[src/logic/lst_params.svh]
// constants for the lvds sync and porch timing register block
// assumes inclusion by the block's design files and its testbench
`ifndef LST_PARAMS_SVH
`define LST_PARAMS_SVH
// register indices; byte address is four times the index
`define LST_IDX_STREAM_MODE 6'h10
`define LST_IDX_LINK_WIDTH 6'h18
`define LST_IDX_B_HSYNC_LO 6'h2e
`define LST_IDX_B_HSYNC_HI 6'h2f
`define LST_IDX_A_VSYNC_LO 6'h30
`define LST_IDX_A_VSYNC_HI 6'h31
`define LST_IDX_B_VSYNC_LO 6'h32
`define LST_IDX_B_VSYNC_HI 6'h33
`define LST_IDX_A_LINE_GAP 6'h34
`define LST_IDX_B_LINE_GAP 6'h35
`define LST_IDX_A_FRAME_GAP 6'h36
`define LST_IDX_STATUS 6'h3f
// slot numbers of the writable registers
`define LST_NUM_SLOTS 11
`define LST_SLOT_MODE 0
`define LST_SLOT_WIDTH 1
`define LST_SLOT_BHS_LO 2
`define LST_SLOT_BHS_HI 3
`define LST_SLOT_AVS_LO 4
`define LST_SLOT_AVS_HI 5
`define LST_SLOT_BVS_LO 6
`define LST_SLOT_BVS_HI 7
`define LST_SLOT_ALG 8
`define LST_SLOT_BLG 9
`define LST_SLOT_AFG 10
`define LST_NO_SLOT 4'hf
// field positions and masks
`define LST_SINGLE_BIT 4
`define LST_MODE_LSB 5
`define LST_MODE_MSB 6
`define LST_MASK_FULL 8'hff
`define LST_MASK_UPPER 8'h0f
`define LST_MASK_SINGLE 8'h10
`define LST_MASK_MODE 8'h60
`define LST_CHMODE_SPLIT 2'h2
`define LST_REG_RESET 8'h00
`define LST_RESP_OKAY 2'h0
`define LST_RESP_SLVERR 2'h2
`define LST_BYTE_SHIFT 8
`endif

[src/logic/lst_pkg.sv]
// types shared by the lvds sync and porch timing register block
// assumes lst_params.svh supplies the numeric constants
package lst_pkg;
  typedef enum logic [1:0] {
    LST_SINGLE = 2'h0,
    LST_SHARED = 2'h1,
    LST_SPLIT = 2'h2
  } lst_stream_e;
  typedef enum logic {
    LST_W_IDLE = 1'h0,
    LST_W_RESP = 1'h1
  } lst_wr_state_e;
  typedef enum logic {
    LST_R_IDLE = 1'h0,
    LST_R_BUSY = 1'h1
  } lst_rd_state_e;
  // timing handed to one link's output timing generator
  typedef struct packed {
    logic [9:0] vsync_len;
    logic [7:0] line_gap;
    logic [7:0] frame_gap;
  } lst_chan_timing_s;
endpackage : lst_pkg

[src/logic/lst_byte_reg.sv]
// one byte-wide software register with a mask of implemented bits
// assumes write enable and data come from the bus slave on aclk
`timescale 1ns/10ps
`include "lst_params.svh"
module lst_byte_reg
  import lst_pkg::*;
#(
  parameter logic [7:0] MASK = `LST_MASK_FULL
) (
  input wire logic aclk,
  input wire logic aresetn,
  input wire logic we,
  input wire logic [7:0] wbyte,
  output logic [7:0] q
);
  logic [7:0] q_reg;
  logic [7:0] q_next;
  // unimplemented bits are never stored, so they read as zero
  always_comb begin
    q_next = we ? (wbyte & MASK) : q_reg;
  end
  always_ff @(posedge aclk) begin
    if (!aresetn) begin
      q_reg <= `LST_REG_RESET;
    end else begin
      q_reg <= q_next;
    end
  end
  assign q = q_reg;
endmodule : lst_byte_reg

[src/logic/lst_pin_sync.sv]
// three-stage synchroniser for a level arriving from a pin
// assumes the pin is asynchronous to aclk
`timescale 1ns/10ps
`include "lst_params.svh"
module lst_pin_sync
  import lst_pkg::*;
(
  input wire logic aclk,
  input wire logic aresetn,
  input wire logic pin,
  output logic level
);
  logic [2:0] stage_reg;
  logic [2:0] stage_next;
  logic level_reg;
  logic level_next;
  // first stage feeds only the second; change counts once 2 and 3 agree
  always_comb begin
    stage_next = {stage_reg[1:0], pin};
    level_next = (stage_reg[1] == stage_reg[2]) ? stage_reg[2] : level_reg;
  end
  always_ff @(posedge aclk) begin
    if (!aresetn) begin
      stage_reg <= 3'h0;
      level_reg <= 1'h0;
    end else begin
      stage_reg <= stage_next;
      level_reg <= level_next;
    end
  end
  assign level = level_reg;
endmodule : lst_pin_sync

[src/logic/lst_timing_regs.sv]
// sync width and back porch registers for lvds links a and b,
// with an axi4-lite slave and the resolved per-link timing outputs
// assumes one aclk domain; test_pattern_pin may be asynchronous
//
// Summary of operation
// link a vsync length: 10 bits, low byte plus two bits of next register
// link a vsync serves a alone in single link, both links when shared
// link b vsync length, 10 bits split, used only in split channel mode
// link b hsync upper bits in low nibble, effective only in split mode
// link a 8-bit back porch in pixel clocks, shared by b when shared
// link b own 8-bit back porch, used only in split mode
// link a 8-bit vertical back porch, used only for the test pattern
// dual link with channel mode 10 gives two independent streams
// link b hsync low byte in its own register, joined with upper bits
// reserved upper nibble bits read zero and never affect timing
//
// Register access over AXI4-Lite was left to the implementer.
`timescale 1ns/10ps
`include "lst_params.svh"
module lst_timing_regs
  import lst_pkg::*;
#(
  parameter int ADDR_W = 8
) (
  input wire logic aclk,
  input wire logic aresetn,
  input wire logic [ADDR_W-1:0] awaddr,
  input wire logic awvalid,
  output logic awready,
  input wire logic [31:0] wdata,
  input wire logic [3:0] wstrb,
  input wire logic wvalid,
  output logic wready,
  output logic [1:0] bresp,
  output logic bvalid,
  input wire logic bready,
  input wire logic [ADDR_W-1:0] araddr,
  input wire logic arvalid,
  output logic arready,
  output logic [31:0] rdata,
  output logic [1:0] rresp,
  output logic rvalid,
  input wire logic rready,
  input wire logic test_pattern_pin,
  output lst_stream_e stream_mode,
  output logic link_b_on,
  output lst_chan_timing_s link_a_timing,
  output lst_chan_timing_s link_b_timing,
  output logic [9:0] link_b_hsync_len
);
  // the decode relies on the index field sitting in bits 7..2
  if (ADDR_W < 8) begin : g_addr_check
    $error("lst_timing_regs: ADDR_W must be at least 8");
  end

  // address to writable slot; status and holes give no slot
  function automatic logic [3:0] slot_of(input logic [ADDR_W-1:0] a);
    logic [5:0] idx;
    idx = a[7:2];
    if ((a >> `LST_BYTE_SHIFT) != '0) begin
      return `LST_NO_SLOT;
    end
    case (idx)
      `LST_IDX_STREAM_MODE: return 4'(`LST_SLOT_MODE);
      `LST_IDX_LINK_WIDTH: return 4'(`LST_SLOT_WIDTH);
      `LST_IDX_B_HSYNC_LO: return 4'(`LST_SLOT_BHS_LO);
      `LST_IDX_B_HSYNC_HI: return 4'(`LST_SLOT_BHS_HI);
      `LST_IDX_A_VSYNC_LO: return 4'(`LST_SLOT_AVS_LO);
      `LST_IDX_A_VSYNC_HI: return 4'(`LST_SLOT_AVS_HI);
      `LST_IDX_B_VSYNC_LO: return 4'(`LST_SLOT_BVS_LO);
      `LST_IDX_B_VSYNC_HI: return 4'(`LST_SLOT_BVS_HI);
      `LST_IDX_A_LINE_GAP: return 4'(`LST_SLOT_ALG);
      `LST_IDX_B_LINE_GAP: return 4'(`LST_SLOT_BLG);
      `LST_IDX_A_FRAME_GAP: return 4'(`LST_SLOT_AFG);
      default: return `LST_NO_SLOT;
    endcase
  endfunction : slot_of

  // implemented bits of each slot
  function automatic logic [7:0] slot_mask(input int s);
    case (s)
      `LST_SLOT_MODE: return `LST_MASK_MODE;
      `LST_SLOT_WIDTH: return `LST_MASK_SINGLE;
      `LST_SLOT_BHS_HI, `LST_SLOT_AVS_HI, `LST_SLOT_BVS_HI: return `LST_MASK_UPPER;
      default: return `LST_MASK_FULL;
    endcase
  endfunction : slot_mask

  logic [`LST_NUM_SLOTS-1:0][7:0] slot_q;
  logic wr_fire;
  logic tp_on;
  lst_wr_state_e wst_reg, wst_next;
  lst_rd_state_e rst_reg, rst_next;
  logic aw_have_reg, aw_have_next, w_have_reg, w_have_next;
  logic [ADDR_W-1:0] waddr_reg, waddr_next;
  logic [7:0] wbyte_reg, wbyte_next;
  logic wstrb0_reg, wstrb0_next;
  logic awready_reg, awready_next, wready_reg, wready_next;
  logic bvalid_reg, bvalid_next, arready_reg, arready_next, rvalid_reg, rvalid_next;
  logic [1:0] bresp_reg, bresp_next, rresp_reg, rresp_next;
  logic [31:0] rdata_reg, rdata_next;
  logic aw_take, w_take, ar_take;
  logic [3:0] wslot, rslot;
  assign aw_take = awvalid & awready_reg;
  assign w_take = wvalid & wready_reg;
  assign ar_take = arvalid & arready_reg;
  assign wslot = slot_of(waddr_next);
  assign rslot = slot_of(araddr);
  // test pattern enable arrives from a pin
  lst_pin_sync u_tp_sync (
    .aclk(aclk),
    .aresetn(aresetn),
    .pin(test_pattern_pin),
    .level(tp_on)
  );
  // one byte register per slot; data sits in byte lane 0 only
  for (genvar g = 0; g < `LST_NUM_SLOTS; g++) begin : g_slot
    lst_byte_reg #(
      .MASK(slot_mask(g))
    ) u_reg (
      .aclk(aclk),
      .aresetn(aresetn),
      .we(wr_fire && (wslot == 4'(g)) && wstrb0_next),
      .wbyte(wbyte_next),
      .q(slot_q[g])
    );
  end
  // write channel: address and data taken in either order
  always_comb begin
    aw_have_next = aw_have_reg | aw_take;
    w_have_next = w_have_reg | w_take;
    waddr_next = aw_take ? awaddr : waddr_reg;
    wbyte_next = w_take ? wdata[7:0] : wbyte_reg;
    wstrb0_next = w_take ? wstrb[0] : wstrb0_reg;
    wst_next = wst_reg;
    bresp_next = bresp_reg;
    wr_fire = 1'h0;
    case (wst_reg)
      LST_W_IDLE: begin
        if (aw_have_next && w_have_next) begin
          wr_fire = 1'h1;
          wst_next = LST_W_RESP;
          aw_have_next = 1'h0;
          w_have_next = 1'h0;
          bresp_next = (wslot == `LST_NO_SLOT) ? `LST_RESP_SLVERR : `LST_RESP_OKAY;
        end
      end
      LST_W_RESP: begin
        if (bready) begin
          wst_next = LST_W_IDLE;
        end
      end
      default: wst_next = LST_W_IDLE;
    endcase
    // no new address or data while a response is pending
    awready_next = (wst_next == LST_W_IDLE) && !aw_have_next;
    wready_next = (wst_next == LST_W_IDLE) && !w_have_next;
    bvalid_next = (wst_next == LST_W_RESP);
  end

  always_ff @(posedge aclk) begin
    if (!aresetn) begin
      wst_reg <= LST_W_IDLE;
      aw_have_reg <= 1'h0;
      w_have_reg <= 1'h0;
      waddr_reg <= '0;
      wbyte_reg <= 8'h00;
      wstrb0_reg <= 1'h0;
      awready_reg <= 1'h0;
      wready_reg <= 1'h0;
      bvalid_reg <= 1'h0;
      bresp_reg <= `LST_RESP_OKAY;
    end else begin
      wst_reg <= wst_next;
      aw_have_reg <= aw_have_next;
      w_have_reg <= w_have_next;
      waddr_reg <= waddr_next;
      wbyte_reg <= wbyte_next;
      wstrb0_reg <= wstrb0_next;
      awready_reg <= awready_next;
      wready_reg <= wready_next;
      bvalid_reg <= bvalid_next;
      bresp_reg <= bresp_next;
    end
  end
  // read channel: data is ready one edge after the address is taken
  always_comb begin
    rst_next = rst_reg;
    rdata_next = rdata_reg;
    rresp_next = rresp_reg;
    case (rst_reg)
      LST_R_IDLE: begin
        if (ar_take) begin
          rst_next = LST_R_BUSY;
          rdata_next = 32'h0;
          rresp_next = `LST_RESP_OKAY;
          if (rslot != `LST_NO_SLOT) begin
            for (int i = 0; i < `LST_NUM_SLOTS; i++) begin
              if (rslot == 4'(i)) begin
                rdata_next = {24'h0, slot_q[i]};
              end
            end
          end else if ((araddr[7:2] == `LST_IDX_STATUS) && ((araddr >> `LST_BYTE_SHIFT) == '0)) begin
            rdata_next = {29'h0, tp_on, stream_mode};
          end else begin
            rresp_next = `LST_RESP_SLVERR;
          end
        end
      end
      LST_R_BUSY: begin
        if (rready) begin
          rst_next = LST_R_IDLE;
        end
      end
      default: rst_next = LST_R_IDLE;
    endcase
    arready_next = (rst_next == LST_R_IDLE);
    rvalid_next = (rst_next == LST_R_BUSY);
  end

  always_ff @(posedge aclk) begin
    if (!aresetn) begin
      rst_reg <= LST_R_IDLE;
      rdata_reg <= 32'h0;
      rresp_reg <= `LST_RESP_OKAY;
      arready_reg <= 1'h0;
      rvalid_reg <= 1'h0;
    end else begin
      rst_reg <= rst_next;
      rdata_reg <= rdata_next;
      rresp_reg <= rresp_next;
      arready_reg <= arready_next;
      rvalid_reg <= rvalid_next;
    end
  end

  // resolve which values reach each link for the selected mode
  lst_stream_e mode_reg, mode_next;
  lst_chan_timing_s a_reg, a_next, b_reg, b_next;
  logic b_on_reg, b_on_next;
  logic [9:0] b_hs_reg, b_hs_next;
  always_comb begin
    if (slot_q[`LST_SLOT_WIDTH][`LST_SINGLE_BIT]) begin
      mode_next = LST_SINGLE;
    end else if (slot_q[`LST_SLOT_MODE][`LST_MODE_MSB:`LST_MODE_LSB] == `LST_CHMODE_SPLIT) begin
      mode_next = LST_SPLIT;
    end else begin
      mode_next = LST_SHARED;
    end
    // only the two low bits of each upper register form the value
    a_next.vsync_len = {slot_q[`LST_SLOT_AVS_HI][1:0], slot_q[`LST_SLOT_AVS_LO]};
    a_next.line_gap = slot_q[`LST_SLOT_ALG];
    a_next.frame_gap = tp_on ? slot_q[`LST_SLOT_AFG] : 8'h00;
    b_next = '0;
    b_on_next = 1'h0;
    b_hs_next = 10'h0;
    case (mode_next)
      LST_SINGLE: b_on_next = 1'h0;
      LST_SHARED: begin
        b_next = a_next;
        b_on_next = 1'h1;
      end
      LST_SPLIT: begin
        b_next.vsync_len = {slot_q[`LST_SLOT_BVS_HI][1:0], slot_q[`LST_SLOT_BVS_LO]};
        b_next.line_gap = slot_q[`LST_SLOT_BLG];
        b_hs_next = {slot_q[`LST_SLOT_BHS_HI][1:0], slot_q[`LST_SLOT_BHS_LO]};
        b_on_next = 1'h1;
      end
      default: b_on_next = 1'h0;
    endcase
  end

  always_ff @(posedge aclk) begin
    if (!aresetn) begin
      mode_reg <= LST_SHARED;
      a_reg <= '0;
      b_reg <= '0;
      b_on_reg <= 1'h1; // zero registers decode as shared, so b is on
      b_hs_reg <= 10'h0;
    end else begin
      mode_reg <= mode_next;
      a_reg <= a_next;
      b_reg <= b_next;
      b_on_reg <= b_on_next;
      b_hs_reg <= b_hs_next;
    end
  end
  assign awready = awready_reg;
  assign wready = wready_reg;
  assign bvalid = bvalid_reg;
  assign bresp = bresp_reg;
  assign arready = arready_reg;
  assign rvalid = rvalid_reg;
  assign rdata = rdata_reg;
  assign rresp = rresp_reg;
  assign stream_mode = mode_reg;
  assign link_b_on = b_on_reg;
  assign link_a_timing = a_reg;
  assign link_b_timing = b_reg;
  assign link_b_hsync_len = b_hs_reg;
endmodule : lst_timing_regs

[config.mk]
export PLATFORM = sky130hd
export DESIGN_NAME = lst_timing_regs
export DESIGN_NICKNAME = d
export VERILOG_FILES = /design/src/logic/lst_pkg.sv /design/src/logic/lst_byte_reg.sv /design/src/logic/lst_pin_sync.sv /design/src/logic/lst_timing_regs.sv
export VERILOG_INCLUDE_DIRS = /design/src /design/src/logic
export SDC_FILE = /design/constraint.sdc
export NUM_CORES = 1
export LEC_CHECK = 0
export BUFFER_PORTS_ARGS = -buffer_cell sky130_fd_sc_hd__clkbuf_2
export CORE_ASPECT_RATIO = 1.5
export CORE_MARGIN = 3
export CORE_UTILIZATION = 57
export DETAILED_ROUTE_END_ITERATION = 10
export MAX_ROUTING_LAYER = met4
export PLACE_DENSITY = 0.95
export SLEW_MARGIN = 10
export SYNTH_ARGS = -nofsm -noshare
export SYNTH_HDL_FRONTEND = slang
export SYNTH_SLANG_ARGS = --single-unit
[constraint.sdc]
create_clock -name aclk -period 7 [get_ports aclk]
set_clock_uncertainty 0.15 [all_clocks]
set_input_delay 0.35 -clock aclk [delete_from_list [all_inputs] [get_ports aclk]]
set_output_delay 0.35 -clock aclk [all_outputs]
set_load 0.01 [all_outputs]
==> flow_summary.ini, run 1 <==
[sta]
rsz0062_at_grt = false
min_period_ns = 3.57
slew_headroom_pct = 25.1
fmax_ghz = 0.280
hold_viol_final = 0
slew_violations = 0
finalSetupViolations = 0
fin_setup_tns_ns = 0
fin_crit_sh_pct = 51.1
worst_slew_pin_slew_ns = 1.12

[floorplanning]
pin_count = 166
dieWidth_um = 93.8
start_util_pct = 59.0
rows = 47
die_h_um = 138
coreArea_mm2 = 0.0112
die-area_mm2 = 0.0129

[critical_path]
worst-path-max-fanout = 14
cpPeakStageDelay_ns = 0.79
rr_worst_depth = 6
path_delay_family = simple AND/OR/NAND/NOR gates
cp.required_ns = 7.17
timing.rr.start = awready$_SDFF_PN0_
worst-path-buf-inv = 0
r2r_slack_ns = 3.43
worstPathCellList = and2_1 > mux2i_4 > o21bai_2 > nand2_2 > nor4_4 > mux2_2
crit_path_end_kind = register
critPathKind = reg -> reg
r2r_end = g_slot[8].u_reg.q[2]$_SDFFE_PN0P_
worst-path-stages = 6
startpoint_type = register
cp_slowest_cell = nor4_4
worstPathArrival_ns = 3.74

[routing]
wl_met2_mm = 8.94
routed_wl_mm = 17.7
dr.max_layer_used = met4
first_iter_violations = 685
wl_per_cell_um = 19.2
num_vias = 5558
first_pass_iters = 9
wl_met1_mm = 6.38
drc = 1
viasPerCell = 6.03
ant_nets = 0
route.met3.wl_mm = 1.38

[power_and_ir_drop]
comb_power_share_pct = 5.6
internal_power_mw = 1.49
vdd_ir_drop_max_v = 0.000203
clkPwrFrac_pct = 45.9
seqPwrFrac_pct = 48.5
total_power_mw = 1.96
switching_power_mw = 0.472
swShare_pct = 24.1
p_leak_nw = 3.19
pwr_density_cell_mw_per_mm2 = 255

[clock_network]
cts_root_buf = clkbuf_16
path_clk_slew_ns = 0.07
h-tree-depth = 4
cts_sinks = 164
clock_latency_ns = 0.43
clockBufferDepth = 2
cts_resized = 0
cts_buffers = 17
cts_tree = built

[synthesis]
synth_seq_area_share_pct = 49.8
postSynthCellCount = 669
async_flop_share_pct = 0
syn-cell-area_mm2 = 0.00660
avgSynthCellArea_um2 = 9.86
ys_seq_elements = 164
synth_cell_types = 63
ys.flop_type = dfxtp_1
synth_edf_count = 0
yosysWarnings = 0

[grt]
grt_pass1_wl_mm = 27.4
grt_usage_pct = 28.6
antenna_found_initial = 0
grt_max_degree = 57
grt_pass1_vias = 5192
grt_overflow = 0

[min_path]
holdPathEnd = waddr_reg[2]$_SDFF_PN0_
hp-class = in -> reg
hold_path_startpoint = awaddr[2]
hold_depth = 3

[final_layout]
diodes = 0
fill_cells = 853
largest_reg_flops = 63
finalNonFillerCells = 922
nets = 822
drive_above_1_share_pct = 24.3
fin_util_pct = 68.8
area.growth.synth_to_final_pct = 16.5

[flow_run]
maxCapViolations = 0

[outcome]
violations = design-rule violations
status = finished, violations left

[placement]
hpwl_mm = 12.2
dp.cells = 889
place.gp.congestion = 0.954
portBuffers = 108
## final cells by class
| class | instances | area [µm²] | area share (%) |
|---|---|---|---|
| Inverter | 22 | 82.6 | 1.07 |
| Tap cell | 147 | 184 | 2.39 |
| Clock buffer | 19 | 453 | 5.89 |
| Multi-Input combinational cell | 445 | 2980 | 38.8 |
| Clock inverter | 13 | 124 | 1.61 |
| Sequential cell | 164 | 3280 | 42.7 |
| Timing Repair Buffer | 112 | 573 | 7.46 |
## metrics by stage
step                worst slack [ns]  hold slack (ns)  cell area [µm²]
finish                          3.43           0.0575             7680
detailed placement              3.45            0.273             7100
floorplan                       4.51            0.252             6690
global placement                3.59            0.265             7100
global route                    3.28           0.0736             7680
CTS                             3.45           0.0589             7680
## power groups by stage
stage / registers [mW] / clock network [mW] / logic, mW
floorplan: 0.970 / 0 / 0.0828
global placement: 0.971 / 0 / 0.104
detailed placement: 0.971 / 0 / 0.106
CTS: 0.951 / 0.903 / 0.107
global route: 0.952 / 0.936 / 0.118
finish: 0.951 / 0.899 / 0.109
## layer usage
layer	global-route usage, %	vias up
li1	-	2512
met1	31.2	2606
met2	48.2	351
met3	5.30	89
met4	16.9	0
met5	-	-
## layout by cell type (no fill, tap or decap), types with 7 or more instances in the layout
| master | instances |
|---|---|
| a22o_1 | 18 |
| conb_1 | 26 |
| mux2_2 | 21 |
| clkbuf_2 | 108 |
| clkbuf_16 | 17 |
| nand2_1 | 50 |
| dfxtp_1 | 164 |
| nor4_1 | 18 |
| mux2i_1 | 43 |
| a211oi_1 | 12 |
| nand3_1 | 12 |
| nor2_1 | 48 |
| a21oi_1 | 23 |
| and3_1 | 13 |
| a221oi_1 | 8 |
| nand2b_1 | 7 |
| inv_1 | 22 |
| and2_1 | 34 |
| o21ai_0 | 19 |
## worst min-delay path: cells and delay by family
family | cells | cell delay (ns)
and+or+nand+nor | 1 | 0.07
AOI/OAI and AO/OA | 1 | 0.05
buffers and inverters | 1 | 0.12
## kinds of logic after synthesis
logic type / Yosys count / share of synthesized area (%)
AO/OA/AOI/OAI: 119 / 12.9
buffers and inverters: 85 / 6.50
AND/OR/NAND/NOR: 229 / 19.3
multiplexers: 71 / 11.5
other: 1 / 0.0568
flip-flops: 164 / 49.8
## Yosys cell counts (7+ instances only)
cell type,instances,area [µm²]
a211oi_1,12,90.1
a21oi_1,23,115
a221oi_1,8,70.1
a22o_1,18,158
and2_1,34,213
and3_1,13,81.3
buf_4,28,210
clkbuf_1,27,101
dfxtp_1,164,3280
inv_1,22,82.6
mux2_2,21,236
mux2i_1,43,430
nand2_1,50,188
nand2b_1,7,43.8
nand3_1,12,60.1
nor2_1,48,180
nor3_1,7,35.0
nor4_1,18,113
o21ai_0,19,95.1
## worst max path at each step
stage / start / end / slack, ns
after floorplan: awready$_SDFF_PN0_ / g_slot[8].u_reg.q[1]$_SDFFE_PN0P_ / 4.51
after global placement: awvalid / g_slot[8].u_reg.q[7]$_SDFFE_PN0P_ / 3.59
after detailed placement: awready$_SDFF_PN0_ / g_slot[4].u_reg.q[5]$_SDFFE_PN0P_ / 3.45
after CTS: awready$_SDFF_PN0_ / g_slot[4].u_reg.q[1]$_SDFFE_PN0P_ / 3.45
after global routing: awready$_SDFF_PN0_ / g_slot[4].u_reg.q[7]$_SDFFE_PN0P_ / 3.28
final: awready$_SDFF_PN0_ / g_slot[8].u_reg.q[2]$_SDFFE_PN0P_ / 3.43
## timing repair
action                                 CTS  global route
setup endpoints to repair                0             0
setup buffers                            0             0
hold buffers                             1             0
endpoints found under the hold margin    1             0
(Power assumes the default switching activity.)
==> inputs of run 2 (changes only) <==
- ABC_AREA: unset -> 1
- CORE_UTILIZATION: 57 -> 53
- PLACE_DENSITY: 0.95 -> 0.9
- clock period: 7 -> 3.55 ns (I/O delays scaled with it)
==> run 2 against run 1 <==
  * The run now ends clean
  * Final cell count grew 28%
  * First-iteration DRC count fell by 11%
  * Sequential share of layout area shrank 1.5 points
  * Setup slack worse by 2.3 ns
  * Count of clock-buffer cells in the layout is 1 lower
  * Combinational power rose to 3.1 times the previous value
  * Total power is 110% higher
  * Core utilization fell by 2.9 points
  * Largest power group unchanged
  * Synthesized cell count rose by 32%
  * Final area increased by 3.6%
  * Register-to-register slack got worse by 2.3 ns
  * Global-route usage decreased by 2.1 points
==> flow_summary.ini, run 2 <==
[power_and_ir_drop]
pwr_density_cell_mw_per_mm2 = 513
p_leak_nw = 3.67
vdd_ir_drop_max_v = 0.000273
total_power_mw = 4.08

[critical_path]
crit_path_end_kind = register
cp.required_ns = 3.71
startpoint_type = register
worst-path-max-fanout = 16
startpoint = wready$_SDFF_PN0_
cpPeakStageDelay_ns = 0.43
timing.rr.start = wready$_SDFF_PN0_
worstPathArrival_ns = 2.56
cp_slowest_cell = inv_1
worstPathCellList = nand2_2 > inv_2 > or2_0 > o21ai_2 > inv_1 > nand3_2 > o21ai_0 > a21oi_1
critPathKind = reg -> reg

[floorplanning]
coreArea_mm2 = 0.0121
dieWidth_um = 97.2
pin_count = 166
start_util_pct = 54.7
rows = 49
die-area_mm2 = 0.0139
die_h_um = 143

[synthesis]
synth_seq_area_share_pct = 49.7
synth_top_area_share_pct = 49.7
synthTopCellsByCount = 244 x nand2_1, 164 x dfxtp_1, 110 x inv_1
ys_seq_elements = 164
async_flop_share_pct = 0
avgSynthCellArea_um2 = 7.48
synth_top_area_cell = dfxtp_1
syn-cell-area_mm2 = 0.00661
synth.most_common_cell = nand2_1
synth_edf_count = 0
yosysWarnings = 0
postSynthCellCount = 883
ys_top_cells_by_area = dfxtp_1 50%, nand2_1 14%, inv_1 6.2%
ys.flop_type = dfxtp_1
synth_cell_types = 39

[clock_network]
clockBufferDepth = 2
h-tree-depth = 4
post_cts_buffers = 0
cts_resized = 0
path_clk_slew_ns = 0.08
ctsHoldBuffers = 19
cts_buffers = 17
cts_tree = built
cts_sinks = 164
cts_root_buf = clkbuf_16
clock_latency_ns = 0.44

[placement]
place.gp.congestion = 0.963
hpwl_mm = 12.5
placed_area_mm2 = 0.00717
place_ws_ns = 1.25
portBuffers = 108

[grt]
antenna_found_initial = 0
grt_max_degree = 41
grt_overflow = 0
grt_pass1_wl_mm = 28.0
grt_usage_pct = 26.5
grt_pass1_vias = 5663

[sta]
hold_viol_final = 0
fin_crit_sh_pct = 67.8
fin_ws_ns = 1.14
finalSetupViolations = 0
min_period_ns = 2.41
fin_setup_tns_ns = 0
slew_headroom_pct = 40.7
holdWs_ns = 0.0649
fmax_ghz = 0.415
rsz0062_at_grt = false
worst_slew_pin_slew_ns = 0.888
slew_violations = 0

[outcome]
status = complete, no violations

[routing]
wl_per_cell_um = 15.3
viasPerCell = 5.17
drc = 0
ant_nets = 0
first_iter_violations = 609
num_vias = 6091
first_pass_iters = 6
routed_wl_mm = 18.0

[final_layout]
drive_above_1_share_pct = 18.8
nets = 1071
layout_common_cells = 244 x nand2_1, 164 x dfxtp_1, 109 x inv_1
area.growth.synth_to_final_pct = 20.4
fin_area_mm2 = 0.00796
largest_reg_flops = 63
final_common_cell = nand2_1

[min_path]
hp-class = in -> reg
hold_path_startpoint = wvalid

[flow_run]
maxCapViolations = 0
==> run 2: cell count changes after synthesis, moves of 25 or more <==
cell	delta
nand2_1	+194
inv_1	+88
a21oi_1	+53
mux2i_1	-43
nor2_1	+37
and2_1	-34
o21ai_0	+25
==> run 2: report_power, final <==
group	switching, mW	leakage [nW]	internal [mW]
clock	0.802	0.288	1.06
combinational	0.250	2.05	0.0900
sequential	0.0122	1.33	1.87
==> run 2: worst paths after layout <==
path | endpoint | slack (ns) | depth (start not counted)
hold reg to reg | u_tp_sync.stage_reg[1]$_SDFF_PN0_ | 0.27 | 2
setup reg to reg | g_slot[6].u_reg.q[1]$_SDFFE_PN0P_ | 1.14 | 8
hold / removal | wstrb0_reg$_SDFF_PN0_ | 0.06 | 4
setup / recovery | g_slot[6].u_reg.q[1]$_SDFFE_PN0P_ | 1.14 | 8
==> run 2: cell type report <==
| class | instances | area (µm²) |
|---|---|---|
| tap | 153 | 191 |
| fill | 998 | 4120 |
| clock buffer | 18 | 429 |
| sequential | 164 | 3280 |
| multi-input combinational | 570 | 2650 |
| antenna | 1 | 2.50 |
| clock inverter | 14 | 166 |
| inverter | 127 | 478 |
| timing repair buffer | 131 | 761 |
==> run 2: worst max-delay path, delay by kind of cell (launching register included) <==
family	cells	cell delay [ns]
buffers and inverters	2	0.59
AO/OA/AOI/OAI	3	0.44
flip-flops	1	0.37
AND/OR/NAND/NOR	3	0.72
==> run 2: routing by layer <==
metal | vias up | GRT usage (%) | wire (µm)
li1 | 2972 | - | -
met1 | 2731 | 27.4 | 6430
met2 | 302 | 45.4 | 8970
met3 | 86 | 5.87 | 1320
met4 | 0 | 16.9 | 1300
met5 | - | - | 0
==> run 2: metrics by stage <==
stage	cells	utilization, %
after global routing	1177	65.9
after detailed placement	1126	59.4
after global placement	1126	59.4
after CTS	1177	65.9
after floorplan	908	-
final	1178	65.9
==> run 2: kinds of logic after synthesis <==
kind of cell	share of synthesized area, %
other	0.0568
and+or+nand+nor	27.0
DFF	49.7
buffers and inverters	11.7
AOI/OAI and AO/OA	11.6
